## config.mk

```make
export PLATFORM = sky130hd
export DESIGN_NAME = adc_output_format_and_mode_ctrl
export DESIGN_NICKNAME = d
export VERILOG_FILES = /design/src/hdl/adc_fmt_pkg.sv /design/src/hdl/adc_output_format_and_mode_ctrl.sv /design/src/hdl/sample_fifo.sv
export VERILOG_INCLUDE_DIRS = /design/src /design/src/hdl
export SDC_FILE = /design/constraint.sdc
export NUM_CORES = 1
export LEC_CHECK = 0
export ABC_CLOCK_PERIOD_IN_PS = 3000
export BUFFER_PORTS_ARGS = -buffer_cell sky130_fd_sc_hd__buf_2
export CORE_MARGIN = 5
export CORE_UTILIZATION = 50
export CTS_BUF_LIST = sky130_fd_sc_hd__clkbuf_8
export CTS_CLUSTER_DIAMETER = 200
export DETAILED_ROUTE_END_ITERATION = 8
export PLACE_DENSITY = 0.69
export SLEW_MARGIN = 10
export SYNTH_ARGS = -nofsm -noshare
export SYNTH_HDL_FRONTEND = slang
export SYNTH_SLANG_ARGS = --single-unit
```

## constraint.sdc

```tcl
create_clock -name i_core_clk -period 3 [get_ports i_core_clk]
set_clock_uncertainty 0.15 [all_clocks]
set_input_delay 0.3 -clock i_core_clk [delete_from_list [all_inputs] [get_ports i_core_clk]]
set_output_delay 0.3 -clock i_core_clk [all_outputs]
set_load 0.02 [all_outputs]
```

## src/hdl/adc_fmt_cfg.svh

```systemverilog
`ifndef ADC_FMT_CFG_SVH
`define ADC_FMT_CFG_SVH
`define SAMPLE_W 12
`define PIPE_DEPTH 10
`define FIFO_DEPTH 8
`define CODE_MID 12'h0800
`define CODE_POS_FS 12'h0FFF
`define CODE_ZERO 12'h0000
`define SIGN_BIT 11
`define DITHER_SEED 16'hACE1
`define DITHER_TAPS 16'hB400
`endif

```

## src/hdl/adc_fmt_pkg.sv

```systemverilog
`include "adc_fmt_cfg.svh"
package adc_fmt_pkg;
   typedef logic [`SAMPLE_W-1:0] sample_t;
   typedef enum logic [0:0] {
      FMT_TWOS = 1'b0,
      FMT_OFFSET = 1'b1
   } fmt_t;
endpackage

```

## src/hdl/adc_output_format_and_mode_ctrl.sv

```systemverilog
// Behaviour
// - Format select high gives offset binary output on every sample.
// - Format select low gives two's complement output on every sample.
// - Offset binary maps +FS to 4095, zero to 0x800, one below zero to 2047, -FS to 0.
// - Two's complement maps +FS to 0x7FF, zero to 0, one below zero to 0xFFF, -FS to 0x800.
// - Spur reduction enable high switches the threshold dither on.
// - Spur reduction enable low gives a static transfer function.
// - With spur reduction on, code thresholds may move from one sample to the next.
// - Sampling is timed from the rising clock edge only, whatever the duty cycle.
// - The duty-cycle stabiliser has no disable input or setting.
// - With no back-pressure from i_sample_ready, each sample leaves on registered outputs ten clocks after it was taken.
// - An unconnected format select input reads low, selecting two's complement.
`timescale 1ns/1ps
`default_nettype none
module adc_output_format_and_mode_ctrl
   import adc_fmt_pkg::*;
#(
   parameter int PIPE_DEPTH = `PIPE_DEPTH,
   parameter int FIFO_DEPTH = `FIFO_DEPTH
) (
   input wire logic i_core_clk,
   input wire logic i_srst,
   input wire logic [`SAMPLE_W-1:0] i_raw_sample,
   input wire logic i_raw_valid,
   input wire logic i_output_format_select,
   input wire logic i_spur_reduction_enable,
   output logic o_raw_ready,
   output logic [`SAMPLE_W-1:0] o_sample,
   output logic o_sample_valid,
   input wire logic i_sample_ready,
   output logic o_fmt_offset_binary,
   output logic o_spur_active
);
   // Raw sample is offset binary straight from the quantiser (0 = -FS)
   typedef struct packed {
      logic [2:0] fmt_sync;
      logic [2:0] spur_sync;
      logic fmt;
      logic spur;
      logic [15:0] lfsr;
      logic [PIPE_DEPTH-1:0][`SAMPLE_W-1:0] pipe;
      logic [PIPE_DEPTH-1:0] pipe_v;
      logic [`SAMPLE_W-1:0] out_data;
      logic out_valid;
   } core_state_t;
   core_state_t state_reg;
   core_state_t state_next;
   logic [`SAMPLE_W-1:0] dithered;
   logic [`SAMPLE_W-1:0] fifo_data;
   logic fifo_valid;
   logic fifo_ready;
   logic adv;

   function automatic logic [`SAMPLE_W-1:0] encode(input logic [`SAMPLE_W-1:0] ob,
                                                   input logic sel);
      // Two's complement is offset binary with the MSB flipped
      encode = sel ? ob : (ob ^ `CODE_MID);
   endfunction

   always_comb begin
      state_next = state_reg;
      // Pin levels pass three flops; act when last two agree
      state_next.fmt_sync = {state_reg.fmt_sync[1:0], i_output_format_select};
      state_next.spur_sync = {state_reg.spur_sync[1:0], i_spur_reduction_enable};
      if (state_reg.fmt_sync[2] == state_reg.fmt_sync[1]) begin
         state_next.fmt = state_reg.fmt_sync[2];
      end
      if (state_reg.spur_sync[2] == state_reg.spur_sync[1]) begin
         state_next.spur = state_reg.spur_sync[2];
      end
      state_next.lfsr = state_reg.lfsr[0] ?
         ((state_reg.lfsr >> 1) ^ `DITHER_TAPS) : (state_reg.lfsr >> 1);
      dithered = i_raw_sample;
      // static path when off
      // Dither nudges only the LSB at a code edge, never wraps at full scale
      if (state_reg.spur && state_reg.lfsr[0] && i_raw_sample[0]
          && i_raw_sample != `CODE_POS_FS) begin
         dithered = `SAMPLE_W'(i_raw_sample + 1'b1);
      end
      // no disable
      // Pipeline stalls as a whole under back-pressure so no sample is dropped
      adv = !state_reg.out_valid || fifo_ready;
      o_raw_ready = adv;
      if (adv) begin
         state_next.pipe[0] = dithered;
         state_next.pipe_v[0] = i_raw_valid;
         for (int k = 1; k < PIPE_DEPTH; k++) begin
            state_next.pipe[k] = state_reg.pipe[k-1];
            state_next.pipe_v[k] = state_reg.pipe_v[k-1];
         end
         state_next.out_data = encode(state_reg.pipe[PIPE_DEPTH-2], state_reg.fmt);
         state_next.out_valid = state_reg.pipe_v[PIPE_DEPTH-2];
      end
   end

   always_ff @(posedge i_core_clk) begin
      if (i_srst) begin
         state_reg <= '0;
         state_reg.lfsr <= `DITHER_SEED;
      end else begin
         state_reg <= state_next;
      end
   end

   sample_fifo #(
      .WIDTH(`SAMPLE_W),
      .DEPTH(FIFO_DEPTH)
   ) u_fifo (
      .i_core_clk(i_core_clk),
      .i_srst(i_srst),
      .i_wr_data(state_reg.out_data),
      .i_wr_valid(state_reg.out_valid),
      .o_wr_ready(fifo_ready),
      .o_rd_data(fifo_data),
      .o_rd_valid(fifo_valid),
      .i_rd_ready(i_sample_ready)
   );

   assign o_sample = fifo_data;
   assign o_sample_valid = fifo_valid;
   assign o_fmt_offset_binary = state_reg.fmt;
   assign o_spur_active = state_reg.spur;
endmodule // adc_output_format_and_mode_ctrl
`default_nettype wire

```

## src/hdl/sample_fifo.sv

```systemverilog
`timescale 1ns/1ps
`default_nettype none
module sample_fifo #(
   parameter int WIDTH = 12,
   parameter int DEPTH = 8
) (
   input wire logic i_core_clk,
   input wire logic i_srst,
   input wire logic [WIDTH-1:0] i_wr_data,
   input wire logic i_wr_valid,
   output logic o_wr_ready,
   output logic [WIDTH-1:0] o_rd_data,
   output logic o_rd_valid,
   input wire logic i_rd_ready
);
   localparam int AW = $clog2(DEPTH);
   typedef struct packed {
      logic [DEPTH-1:0][WIDTH-1:0] mem;
      logic [AW-1:0] wptr;
      logic [AW-1:0] rptr;
      logic [AW:0] count;
   } fifo_state_t;
   fifo_state_t state_reg;
   fifo_state_t state_next;
   logic push;
   logic pop;

   function automatic logic [AW-1:0] ptr_inc(input logic [AW-1:0] p);
      ptr_inc = (p == AW'(DEPTH - 1)) ? '0 : AW'(p + 1'b1);
   endfunction

   always_comb begin
      o_wr_ready = (state_reg.count != (AW+1)'(DEPTH));
      o_rd_valid = (state_reg.count != '0);
      o_rd_data = state_reg.mem[state_reg.rptr];
      push = i_wr_valid && o_wr_ready;
      pop = o_rd_valid && i_rd_ready;
      state_next = state_reg;
      if (push) begin
         state_next.mem[state_reg.wptr] = i_wr_data;
         state_next.wptr = ptr_inc(state_reg.wptr);
      end
      if (pop) begin
         state_next.rptr = ptr_inc(state_reg.rptr);
      end
      if (push && !pop) begin
         state_next.count = (AW+1)'(state_reg.count + 1'b1);
      end else if (pop && !push) begin
         state_next.count = (AW+1)'(state_reg.count - 1'b1);
      end
   end

   always_ff @(posedge i_core_clk) begin
      if (i_srst) begin
         state_reg <= '0;
      end else begin
         state_reg <= state_next;
      end
   end
endmodule // sample_fifo
`default_nettype wire

```

## Word-level counts from Yosys, hierarchy flattened

Index checks and enable logic that the tools add are counted.

- Flip-flop bits (word level): 260
- Output and inout port bits: 16
- Logic and storage cells: 70

- Add/sub/neg operators: 5
- Magnitude comparators: 3
- Eq/ne operators: 6
- Mux-type cells: 12
- Bitwise gates (word level): 2
- Reduce and logical (&&, ||, !) cells: 14

Operator list:

| operator | number |
|---|---|
| $bwmux 96 | 1 |
| $mux 12 | 4 |
| $bmux 12 s3 | 1 |
| $demux 12 s3 | 1 |
| $mux 16 | 1 |
| $add 12x1->12 const B | 1 |
| $ne 12x12->1 const B | 1 |
| $logic_and 1x1->1 | 8 |
| $lt 3x4->1 const B | 2 |
| $mux 4 | 2 |
| $add 3x1->3 const B | 2 |
| $eq 3x3->1 const B | 2 |
| $mux 3 | 2 |
| $add 4x1->4 const B | 1 |
| $ne 4x4->1 const B | 1 |
| $not 3->4 | 1 |
| $reduce_bool 4->1 | 1 |
| $sub 4x1->4 const B | 1 |
| $ge 3x1->1 const B | 1 |
| $logic_not 1->1 | 3 |
| $eq 1x1->1 | 2 |
| $reduce_bool 2->1 | 1 |
| $logic_or 1x1->1 | 1 |
| $not 1->1 | 1 |

## Longest topological paths before layout

Gate-level depths: netlist of run 1.

- Word-level depth: 6
- Mapped depth: 11

## Hierarchy

Synthesis of run 1 repeated with hierarchy kept, for this count alone.

- Cells, all modules: 1093
- Area total of the unflattened synthesis: 10154.7 um2

Modules (own cells, without submodules):

| module | times used | cells an instance | area each (um2) | seq. area each (um2) |
|---|---|---|---|---|
| adc_output_format_and_mode_ctrl | 1 | 655 | 5388.9 | 3083.0 |
| sample_fifo | 1 | 438 | 4765.8 | 2122.0 |

## Worst setup path before layout of run 1

No wires, ideal clock.

- Path type: reg2reg
- Start: reg u_fifo.state_reg[0] in the netlist's numbering
- End: reg u_fifo.state_reg[3] in the netlist's numbering
- Arrival: 2664 ps
- Data required time: 2729 ps
- Setup slack: 65 ps
- Stages on the path, launching flop included: 12
- Buffers on the path: 1
- Path through: dfxtp_1 -> or4b_4 -> buf_8 -> nand2_1 -> inv_1 -> ha_1 -> inv_1 -> ha_1 -> a21o_2 -> a21oi_1 -> mux2i_1 -> mux2_2

- Longest elaborated chain between the ends: 5

RTL lines:

| element | RTL line | text |
|---|---|---|
| start, declared | sample_fifo.sv:23 | `fifo_state_t state_reg;` |
| start signal, assigned | sample_fifo.sv:57 | `state_reg <= state_next;` |
| $ne 4x4->1 * | sample_fifo.sv:33 | `o_wr_ready = (state_reg.count != (AW+1)'(DEPTH));` |
| $logic_and 1x1->1 * | sample_fifo.sv:36 | `push = i_wr_valid && o_wr_ready;` |
| net u_fifo.push | sample_fifo.sv:25 | `logic push;` |
| $logic_not 1->1 | sample_fifo.sv:48 | `end else if (pop && !push) begin` |
| $logic_and 1x1->1 | sample_fifo.sv:48 |  |
| $reduce_bool 2->1 (no source line) | - |  |

Mark *: on every way through the listed nets, which the timed path passes. The rest lies on a longest branch. The select of a mux whose other input is x is not followed.
A chain may end at the register's enable or synchronous reset.

## Final worst setup path of run 1

- Start: reg u_fifo.state_reg[1] in the netlist's numbering
- End: reg u_fifo.state_reg[3] in the netlist's numbering

Same word-level chain as after synthesis.

==> key figures, run 1 <==
Detailed routing
  • DRC: 0
  • Final WL: 19.5 mm
  • Number of routed nets with antenna violations: 0
  • First drt pass iteration count: 5
  • Vias: between 7000 and 8000
  • Vias per cell: ~5.3
  • Iter 0 DRT Violations: 435
  • Wire per inst: 13.9 um

Die
  • DIE HEIGHT: 154 um
  • Die area: 0.0238 mm^2
  • # IOs: 34
  • Initial core utilization: 0.511
  • Core Area: 0.0204 mm^2
  • Row count: 52
  • Chip Width: approximately 150 um

Critical path
  • CP required: 3.25 ns
  • Critical path type: reg2reg
  • Critical Path Fanout Max: 6
  • CP max-delay cell: or4b_4
  • Crit end category: register
  • Startpoint Class: register
  • R2r setup slk: 0.16 ns
  • Largest stage delay on the critical path: 0.54 ns
  • Crit path DAT: roughly 3 ns
  • CP cell instances: or4b_4 -> nand2_2 -> inv_1 -> ha_1 -> inv_1 -> ha_1 -> a21o_2 -> a21oi_1 -> mux2i_1 -> mux2_2

Yosys
  • EDFF count, synth: 0
  • #FFs+latches synth: 260
  • Adder-cell area share of the yosys netlist: 0.0115
  • Synthesized area per cell: 9.46 um^2
  • Async SR Flop Fraction: 0
  • Synth Area in XOR/XNOR: 0.00673
  • Mapped Nets: 1128
  • Post-synthesis instance area: around 0.010 mm^2
  • Synth Area in Compound Gates: 0.0804
  • Synthesized instance count: 1101
  • Part of the Yosys area used for sequential elements: 0.500
  • Synth cell types: 50
  • Ys flop type: dfxtp_1
  • YS warnings: 0
  • Simple-Gate Fraction of Synth Area: 0.186
  • Main combinational cell family by area after synthesis: simple AND/OR/NAND/NOR gates
  • Proportion of synthesized area in mux cells: 0.161

Clock network
  • Clk buf depth: 3
  • H-tree levels: 2
  • CTS tree: yes
  • CTS buffer count: 42
  • Root Buffer: clkbuf_8
  • Clock Sinks: 260
  • Clock slew seen by the registers of the worst setup and hold paths: 0.06 ns
  • Post-CTS setup buffers: 0
  • Clk_lat worst skew: 0.54 ns

Power
  • Sequential Power Share: 0.497
  • Leakage dissipation: 4.86 nW
  • Clock power share: 0.427
  • Combinational fraction of design power: 0.076
  • P_sw: 0.00169 W
  • Net Sw Frac: 0.234
  • Internal Pwr Total: 0.00551 W
  • P per Cell Area: 626 mW/mm^2
  • Peak supply drop: 485 uV

Placed design
  • RePlAce Congestion: 0.834
  • Placement Cell Area: approximately 0.011 mm^2
  • PortBufs: 33
  • Hpwl dp: roughly 11 mm

Hold path
  • Hold Crit Class: in2reg

Global route
  • Overall Global Routing Usage: 0.162
  • Vias in the first global route: between 6000 and 7000
  • First-pass GRT wire length: 32.9 mm
  • Largest net degree at the start of global routing: 95
  • Gr ovfl total: 0
  • Initial antenna violation count: 0

STA
  • Fmax: 352 MHz
  • Period utilization: 0.948
  • Post-route minimum period: 2.84 ns
  • Fin. max-slew vios: 0
  • RSZ-0062 raised after global routing: false
  • Fin Setup TNS: 0 ns
  • Rel. slew slack: 0.393
  • Fin. Hold Viols: 0
  • Least-Margin Pin Slew: just over 0.9 ns
  • Final setup violation count: 0

Cells and area
  • Fill cell count: 1814
  • Number of antenna diodes: 0
  • Most frequent cells in the layout: dfxtp_1, nand2_1, a21oi_1, nor2_1, mux2i_1
  • Final instance area: 0.0115 mm^2
  • Commonest non-fill, non-tap cell in the layout: dfxtp_1
  • Layout area overhead: 10.4%
  • Nets@finish: ~1100
  • Max reg flops: 148
  • Fraction of layout cells with a size suffix above 1: 0.149

Run status
  • Status: finished clean

Run
  • Max-cap violation count: 0
## critical path, delay by kind of cell, from the launching register on
family          cells  cell delay, ns
simple gates        2            0.66
buf+inv             2            0.18
compound gates      2            0.38
fa+ha+maj           2            0.43
mux                 2            0.57
flops               1            0.36
## Yosys cell counts (all sizes together), types with 3 or more instances
| library cell | number | share of area |
|---|---|---|
| or3 | 3 | 0.0018 |
| or2 | 7 | 0.0042 |
| nand4b | 4 | 0.0077 |
| mux2 | 13 | 0.014 |
| nor2b | 16 | 0.0096 |
| ha | 8 | 0.0096 |
| dfxtp | 260 | 0.50 |
| a31oi | 3 | 0.0018 |
| nor2 | 113 | 0.041 |
| and3 | 6 | 0.0036 |
| nor4 | 7 | 0.0048 |
| o21ai | 5 | 0.0024 |
| clkbuf | 42 | 0.015 |
| buf | 48 | 0.037 |
| mux4 | 24 | 0.052 |
| xnor2 | 7 | 0.0059 |
| nand4 | 7 | 0.010 |
| nand3 | 13 | 0.0062 |
| a211oi | 4 | 0.0029 |
| mux2i | 99 | 0.095 |
| inv | 6 | 0.0022 |
| a21oi | 130 | 0.062 |
| nand2 | 254 | 0.092 |
## metal layers
layer	track usage	wire (um)
met1	0.224	9390
met2	0.257	8950
met3	0.0319	832
met4	0.0534	348
met5	0	0
## power by group through the flow
stage / clock, W / combinational [W] / sequential, W
6_report: 0.00307 / 0.000546 / 0.00358
3_5_place_dp: 0 / 0.000535 / 0.00365
5_1_grt: 0.00331 / 0.000605 / 0.00359
2_1_floorplan: 0 / 0.000429 / 0.00363
4_1_cts: 0.00317 / 0.000548 / 0.00358
3_3_place_gp: 0 / 0.000534 / 0.00365
## cell families (layout without fill, tap and decap cells)
family / count (synthesis) / count (layout)
and+or+nand+nor: 438 / 438
DFF: 260 / 260
AOI/OAI and AO/OA: 154 / 154
muxes: 136 / 136
buffers and inverters: 96 / 131
adders and majority gates: 9 / 9
xor gates and xnor gates: 8 / 8
## path summary, 6_finish.rpt
path                                                        from                               end  cells after the start
worst max-delay path            u_fifo.state_reg[1]$_SDFFE_PP0P_  u_fifo.state_reg[3]$_SDFFE_PP0P_                     10
worst min-delay path                             i_raw_sample[6]        state_reg[29]$_SDFFE_PP0P_                      3
worst max register to register  u_fifo.state_reg[1]$_SDFFE_PP0P_  u_fifo.state_reg[3]$_SDFFE_PP0P_                     10
worst min register to register         state_reg[149]$_SDFF_PP1_         state_reg[148]$_SDFF_PP1_                      1
## through the flow
stage	total power (W)	util	std cells	worst slack, ns	hold slack [ns]
after floorplan	0.00406	-	1101	0.0654	0.239
after global placement	0.00419	0.518	1328	0.149	0.242
after detailed placement	0.00419	0.518	1328	0.109	0.244
after CTS	0.00729	0.564	1406	0.0955	0.00654
after global routing	0.00751	0.565	1406	0.00808	0.0318
final	0.00720	0.565	1406	0.157	0.0486
## layout make-up
class                           instances  area (um^2)  share of cell area
Sequential cell                       260         5200               0.453
Clock inverter                         13         87.6             0.00762
Timing Repair Buffer                   56          417              0.0362
Tap cell                              270          338              0.0294
Inverter                                6         25.0             0.00218
Clock buffer                           56          771              0.0670
Multi-Input combinational cell        745         4650               0.405
## repair_timing
action	CTS	global route
gates resized for setup	0	2
setup endpoints to repair	0	1
hold endpoints to repair	10	0
hold buffers	9	0
Power figures use the tool's default switching activity.
==> run 2, diff against run 1 <==
--- a/config.mk
+++ b/config.mk
@@ -6,8 +6,10 @@
 export SDC_FILE = /design/constraint.sdc
 export NUM_CORES = 1
 export LEC_CHECK = 0
+export ABC_AREA = 1
 export ABC_CLOCK_PERIOD_IN_PS = 3000
 export BUFFER_PORTS_ARGS = -buffer_cell sky130_fd_sc_hd__buf_2
+export CORE_ASPECT_RATIO = 0.75
 export CORE_MARGIN = 5
 export CORE_UTILIZATION = 50
 export CTS_BUF_LIST = sky130_fd_sc_hd__clkbuf_8
==> run 2 against run 1 <==
Global-route usage grew 3.1 points. Non-clock buffer count is 7 higher. Cell count grew 21%.
==> key figures, run 2 <==
Global route
  • Initial antenna violation count: 0
  • Largest net degree at the start of global routing: 187
  • Gr ovfl total: 0
  • Vias in the first global route: 7650
  • Overall Global Routing Usage: 0.194
  • First-pass GRT wire length: 38.8 mm

Clock network
  • Root Buffer: clkbuf_8
  • Clock Sinks: 260
  • Clock slew seen by the registers of the worst setup and hold paths: 0.06 ns
  • Post-CTS Resized: 0
  • H-tree levels: 2
  • Clk_lat worst skew: 0.53 ns
  • CTS tree: yes
  • CTS buffer count: 40
  • Clk buf depth: 3

Cells and area
  • Fraction of layout cells with a size suffix above 1: 0.0917
  • Most frequent cells in the layout: nand2_1, a21oi_1, dfxtp_1, inv_1, o21ai_0
  • Max reg flops: 148
  • Number of antenna diodes: 0
  • Nets@finish: 1414
  • Commonest non-fill, non-tap cell in the layout: nand2_1
  • Layout area overhead: 11.4%
  • Final instance area: 0.0116 mm^2

Critical path
  • Startpoint Class: register
  • Critical path type: reg2out
  • Bufs and invs on worst path: 3
  • Critical Path Fanout Max: 36
  • Largest stage delay on the critical path: roughly 0.33 ns
  • CP required: 2.55 ns
  • Delay-heaviest family, CP: buffers and inverters
  • CP cell instances: inv_1 -> buf_12 -> a21oi_1 -> o21ai_1 -> nand2_1 -> nor2_1 -> a31oi_1 -> buf_2
  • Crit path DAT: 2.20 ns
  • Crit end category: output pin
  • R2r setup slk: 0.69 ns
  • CP max-delay cell: dfxtp_1

Yosys
  • Mapped Nets: 1416
  • YS warnings: 0
  • Synth cell types: 32
  • Post-synthesis instance area: between 0.01 and 0.015 mm^2
  • EDFF count, synth: 0
  • Most common cell in the netlist: nand2_1
  • Part of the Yosys area used for sequential elements: 0.500
  • Synthesized instance count: 1389
  • #FFs+latches synth: 260
  • Top post-synthesis cells by count: nand2_1, a21oi_1, dfxtp_1
  • Ranking of synthesized cells by area: dfxtp_1, a21oi_1, nand2_1
  • Cell taking the most area after synthesis: dfxtp_1
  • Ys flop type: dfxtp_1
  • Share of the synthesized area in the top cell type: 0.500
  • Synthesized area per cell: 7.49 um^2
  • Async SR Flop Fraction: 0

Placed design
  • PortBufs: 33
  • Placement Cell Area: 0.0106 mm^2
  • RePlAce Congestion: around 0.8
  • Hpwl dp: 14.1 mm

Die
  • Core Area: slightly above 0.02 mm^2
  • DIE HEIGHT: 135 um
  • Die area: 0.0238 mm^2
  • Row count: 45
  • Initial core utilization: 0.512
  • Chip Width: 177 um
  • # IOs: 34

STA
  • Least-Margin Pin Slew: 0.794 ns
  • Fmax: about 380 MHz
  • Fin. Hold Viols: 0
  • Fin. max-slew vios: 0
  • Period utilization: 0.885
  • Rel. slew slack: 0.471
  • Fin Setup TNS: 0 ns
  • Final setup violation count: 0
  • Post-route minimum period: 2.65 ns
  • RSZ-0062 raised after global routing: false

Detailed routing
  • Wire per inst: 13.9 um
  • Number of routed nets with antenna violations: 0
  • DRC: 0
  • First drt pass iteration count: 6
  • Vias: 8867
  • Vias per cell: roughly 5.2
  • Final WL: 23.6 mm
  • Iter 0 DRT Violations: 902

Hold path
  • Hold Crit Class: in2reg

Run
  • Max-cap violation count: 0

Power
  • Leakage dissipation: approximately 4.3 nW
  • Peak supply drop: around 260 uV
  • P per Cell Area: 709 mW/mm^2

Run status
  • Status: finished clean
-- run 2: cell types whose count changed in the layout (fill, tap and decap cells not counted), sizes merged, moves of 60 or more --
| cell | previous run | this run |
|---|---|---|
| mux2i | 99 | 0 |
| nand2 | 254 | 352 |
| a21oi | 130 | 280 |
| nand3 | 13 | 75 |
| inv | 16 | 111 |
| o21ai | 5 | 121 |
| nor2 | 113 | 53 |
-- run 2: final timing paths --
path / from / to / depth (start not counted)
worst max register to register: u_fifo.state_reg[0]$_SDFFE_PP0P_ / u_fifo.state_reg[3]$_SDFFE_PP0P_ / 11
worst min-delay path: i_raw_sample[2] / state_reg[25]$_SDFFE_PP0P_ / 5
worst min register to register: state_next[162]$_SDFF_PP0_ / state_next[163]$_SDFF_PP0_ / 2
worst max-delay path: u_fifo.state_reg[4]$_SDFFE_PP0P_ / o_sample[5] / 8
-- run 2: area by class of cell --
type	instances	area [um^2]
well taps	282	353
fillers	1852	8740
inverters	101	380
clock inverters	18	103
multi-input cells	921	4310
flip-flops and latches	260	5200
clock buffers	54	743
repair buffers	63	492
-- run 2: per-stage QoR --
| step | utilization | power, W | setup slack [ns] | hold slack (ns) | cells |
|---|---|---|---|---|---|
| after floorplan | - | 0.00475 | 0.723 | 0.238 | 1389 |
| after global placement | 0.522 | 0.00520 | 0.755 | 0.239 | 1614 |
| after detailed placement | 0.522 | 0.00523 | 0.689 | 0.245 | 1614 |
| after CTS | 0.570 | 0.00828 | 0.364 | 0.00462 | 1699 |
| after global routing | 0.570 | 0.00862 | 0.206 | 0.0439 | 1699 |
| final | 0.570 | 0.00821 | 0.345 | 0.0336 | 1699 |
-- run 2: timing repair --
item | 4_1_cts | 5_1_grt
hold buffers | 13 | 0
setup buffers | 0 | 0
endpoints found under the hold margin | 14 | 0
-- run 2: logic make-up (layout without fill, tap and decap cells) --
| family | Yosys count | after routing | share of synthesized area |
|---|---|---|---|
| DFF | 260 | 260 | 0.500 |
| buffers and inverters | 208 | 236 | 0.0861 |
| adders and majority gates | 9 | 9 | 0.0115 |
| and+or+nand+nor | 488 | 488 | 0.192 |
| AOI/OAI and AO/OA | 417 | 417 | 0.204 |
| xor gates and xnor gates | 7 | 7 | 0.00589 |
-- run 2: where the power goes --
| group | switching (W) | internal (W) | leakage, nW |
|---|---|---|---|
| combinational | 0.00107 | 0.000500 | 1.74 |
| sequential | 0.0000688 | 0.00354 | 2.11 |
| clock | 0.00134 | 0.00169 | 0.481 |
-- run 2: worst reg2reg max path, cell delays in order, from the launching register on --
cell and delay (ns):
dfxtp_1 0.36, nor2_2 0.23, nand3_1 0.14, nand2_1 0.19, ha_1 0.22, inv_1 0.10, ha_1 0.33, a21oi_1 0.13
nand2_1 0.07, xor2_1 0.14, nand2_1 0.06, a21oi_1 0.05
-- run 2: routing by layer --
layer  up-vias  global-route usage  part of all wire
met5         -                   0                 0
met4         0              0.0455             0.014
met3        32              0.0459             0.075
met2       233               0.272              0.40
met1      4072               0.298              0.51
li1       4530                   -                 -
==> run 3, diff against run 2 <==
--- a/config.mk
+++ b/config.mk
@@ -10,11 +10,12 @@
 export ABC_CLOCK_PERIOD_IN_PS = 3000
 export BUFFER_PORTS_ARGS = -buffer_cell sky130_fd_sc_hd__buf_2
 export CORE_ASPECT_RATIO = 0.75
-export CORE_MARGIN = 5
+export CORE_MARGIN = 4
 export CORE_UTILIZATION = 50
 export CTS_BUF_LIST = sky130_fd_sc_hd__clkbuf_8
 export CTS_CLUSTER_DIAMETER = 200
 export DETAILED_ROUTE_END_ITERATION = 8
+export MAX_ROUTING_LAYER = met4
 export PLACE_DENSITY = 0.69
 export SLEW_MARGIN = 10
 export SYNTH_ARGS = -nofsm -noshare
==> constraint.sdc (replaced) <==
create_clock -name i_core_clk -period 3 [get_ports i_core_clk]
set_clock_uncertainty 0.15 [all_clocks]
set_input_delay 0.6 -clock i_core_clk [delete_from_list [all_inputs] [get_ports i_core_clk]]
set_output_delay 0.6 -clock i_core_clk [all_outputs]
set_load 0.02 [all_outputs]
==> run 3 against run 2 <==
Core utilization down 1.2 points. Clock-buffer cell count down 4. Worst setup slack worse by 0.11 ns. Critical path type unchanged.
==> key figures, run 3 (synthesis gave the netlist of run 2 again) <==
Run status
  • Status: finished clean

Critical path
  • Crit path DAT: 2.01 ns
  • Critical path type: reg2out
  • Bufs and invs on worst path: 2
  • CP max-delay cell: dfxtp_2
  • Delay-heaviest family, CP: compound AO/OA/AOI/OAI gates
  • Crit end category: output pin
  • Critical Path Fanout Max: 25
  • CP required: ~2.3 ns
  • Largest stage delay on the critical path: 0.44 ns
  • CP cell instances: inv_2 -> a21oi_1 -> o21ai_0 -> nand2_1 -> nor2_1 -> a31oi_1 -> buf_2
  • Startpoint Class: register

Detailed routing
  • First drt pass iteration count: 5
  • Vias per cell: 5.21
  • Final WL: 24.1 mm
  • Vias: 8739
  • DRC: 0
  • Wire per inst: about 14 um
  • Number of routed nets with antenna violations: 0
  • Iter 0 DRT Violations: slightly below 900

Die
  • # IOs: 34
  • Row count: 45
  • Chip Width: 175 um
  • Die area: 0.0232 mm^2
  • Initial core utilization: 0.512
  • Core Area: 0.0203 mm^2
  • DIE HEIGHT: ~130 um

Cells and area
  • Fraction of layout cells with a size suffix above 1: 0.0918
  • Most frequent cells in the layout: nand2_1, a21oi_1, dfxtp_1, inv_1, o21ai_0
  • Commonest non-fill, non-tap cell in the layout: nand2_1
  • Max reg flops: 148
  • Layout area overhead: 9.03%
  • Nets@finish: 1405
  • Fill cell count: between 1500 and 2000
  • Number of antenna diodes: 0

Placed design
  • PortBufs: 33
  • RePlAce Congestion: 0.865
  • Placement Setup Slack: 0.671 ns
  • Hpwl dp: approximately 15 mm

Clock network
  • Clk_lat worst skew: 0.53 ns
  • Hold-fix buffers, CTS: 0
  • CTS buffer count: 40
  • Root Buffer: clkbuf_8
  • Post-CTS Resized: 0
  • Clk buf depth: 3
  • Clock slew seen by the registers of the worst setup and hold paths: 0.06 ns
  • CTS tree: yes
  • Clock Sinks: 260
  • H-tree levels: 2
  • Post-CTS setup buffers: 0

STA
  • Post-route minimum period: 2.76 ns
  • Fin Setup TNS: 0 ns
  • Period utilization: 0.920
  • Final setup violation count: 0
  • Fmax: 362 MHz
  • RSZ-0062 raised after global routing: false
  • Final worst setup slack: 0.239 ns
  • Fin. max-slew vios: 0
  • Fin. Hold Viols: 0
  • Rel. slew slack: 0.556
  • Least-Margin Pin Slew: 0.667 ns

Hold path
  • Hold Crit Class: in2reg

Global route
  • Initial antenna violation count: 0
  • First-pass GRT wire length: 39.6 mm
  • Overall Global Routing Usage: 0.208
  • Vias in the first global route: 7837
  • Gr ovfl total: 0
  • Largest net degree at the start of global routing: between 100 and 150

Power
  • P per Cell Area: 698 mW/mm^2
  • Leakage dissipation: 4.21 nW
  • Peak supply drop: 270 uV

Run
  • Max-cap violation count: 0
run 3: power breakdown:
group	internal [W]	switching, W
Sequential	0.00354	0.0000822
Combinational	0.000509	0.00102
Clock	0.00147	0.00129
run 3: stage by stage:
| step | cell area [um^2] | instances | hold slack (ns) | total power [W] | util |
|---|---|---|---|---|---|
| after floorplan | 10400 | 1389 | 0.238 | 0.00475 | - |
| after global placement | 10600 | 1618 | 0.239 | 0.00518 | 0.522 |
| after detailed placement | 10600 | 1618 | 0.243 | 0.00520 | 0.522 |
| after CTS | 11300 | 1677 | 0.106 | 0.00794 | 0.558 |
| after global routing | 11300 | 1677 | 0.133 | 0.00832 | 0.558 |
| final | 11300 | 1677 | 0.135 | 0.00791 | 0.558 |
run 3: final cells by class:
cell class	instances	area [um^2]	share of cell area
clock buffer	50	688	0.0607
clock inverter	9	35.0	0.00309
inverter	101	380	0.0335
multi-input combinational	921	4310	0.380
sequential	260	5210	0.459
tap	282	353	0.0311
timing repair buffer	54	370	0.0327
run 3: final timing paths:
path,from,end,slack [ns],cells past startpoint
max,u_fifo.state_reg[5]$_SDFFE_PP0P_,o_sample[10],0.24,7
min,i_spur_reduction_enable,state_next[162]$_SDFF_PP0_,0.13,3
max reg2reg,u_fifo.state_reg[0]$_SDFFE_PP0P_,u_fifo.state_reg[3]$_SDFFE_PP0P_,0.69,11
min reg2reg,state_next[162]$_SDFF_PP0_,state_next[163]$_SDFF_PP0_,0.25,2
run 3: worst min-delay path: cells and delay by family:
| kind | cells | cell delay, ns |
|---|---|---|
| buffers and inverters | 2 | 0.10 |
| and+or+nand+nor | 1 | 0.06 |
run 3: per-layer routing:
| metal | global-route usage | vias to the layer above | routed length (um) |
|---|---|---|---|
| met5 | - | - | 0 |
| met4 | 0.0532 | 0 | 342 |
| met3 | 0.0520 | 32 | 2030 |
| met2 | 0.281 | 265 | 9550 |
| met1 | 0.310 | 3945 | 12200 |
| li1 | - | 4497 | - |
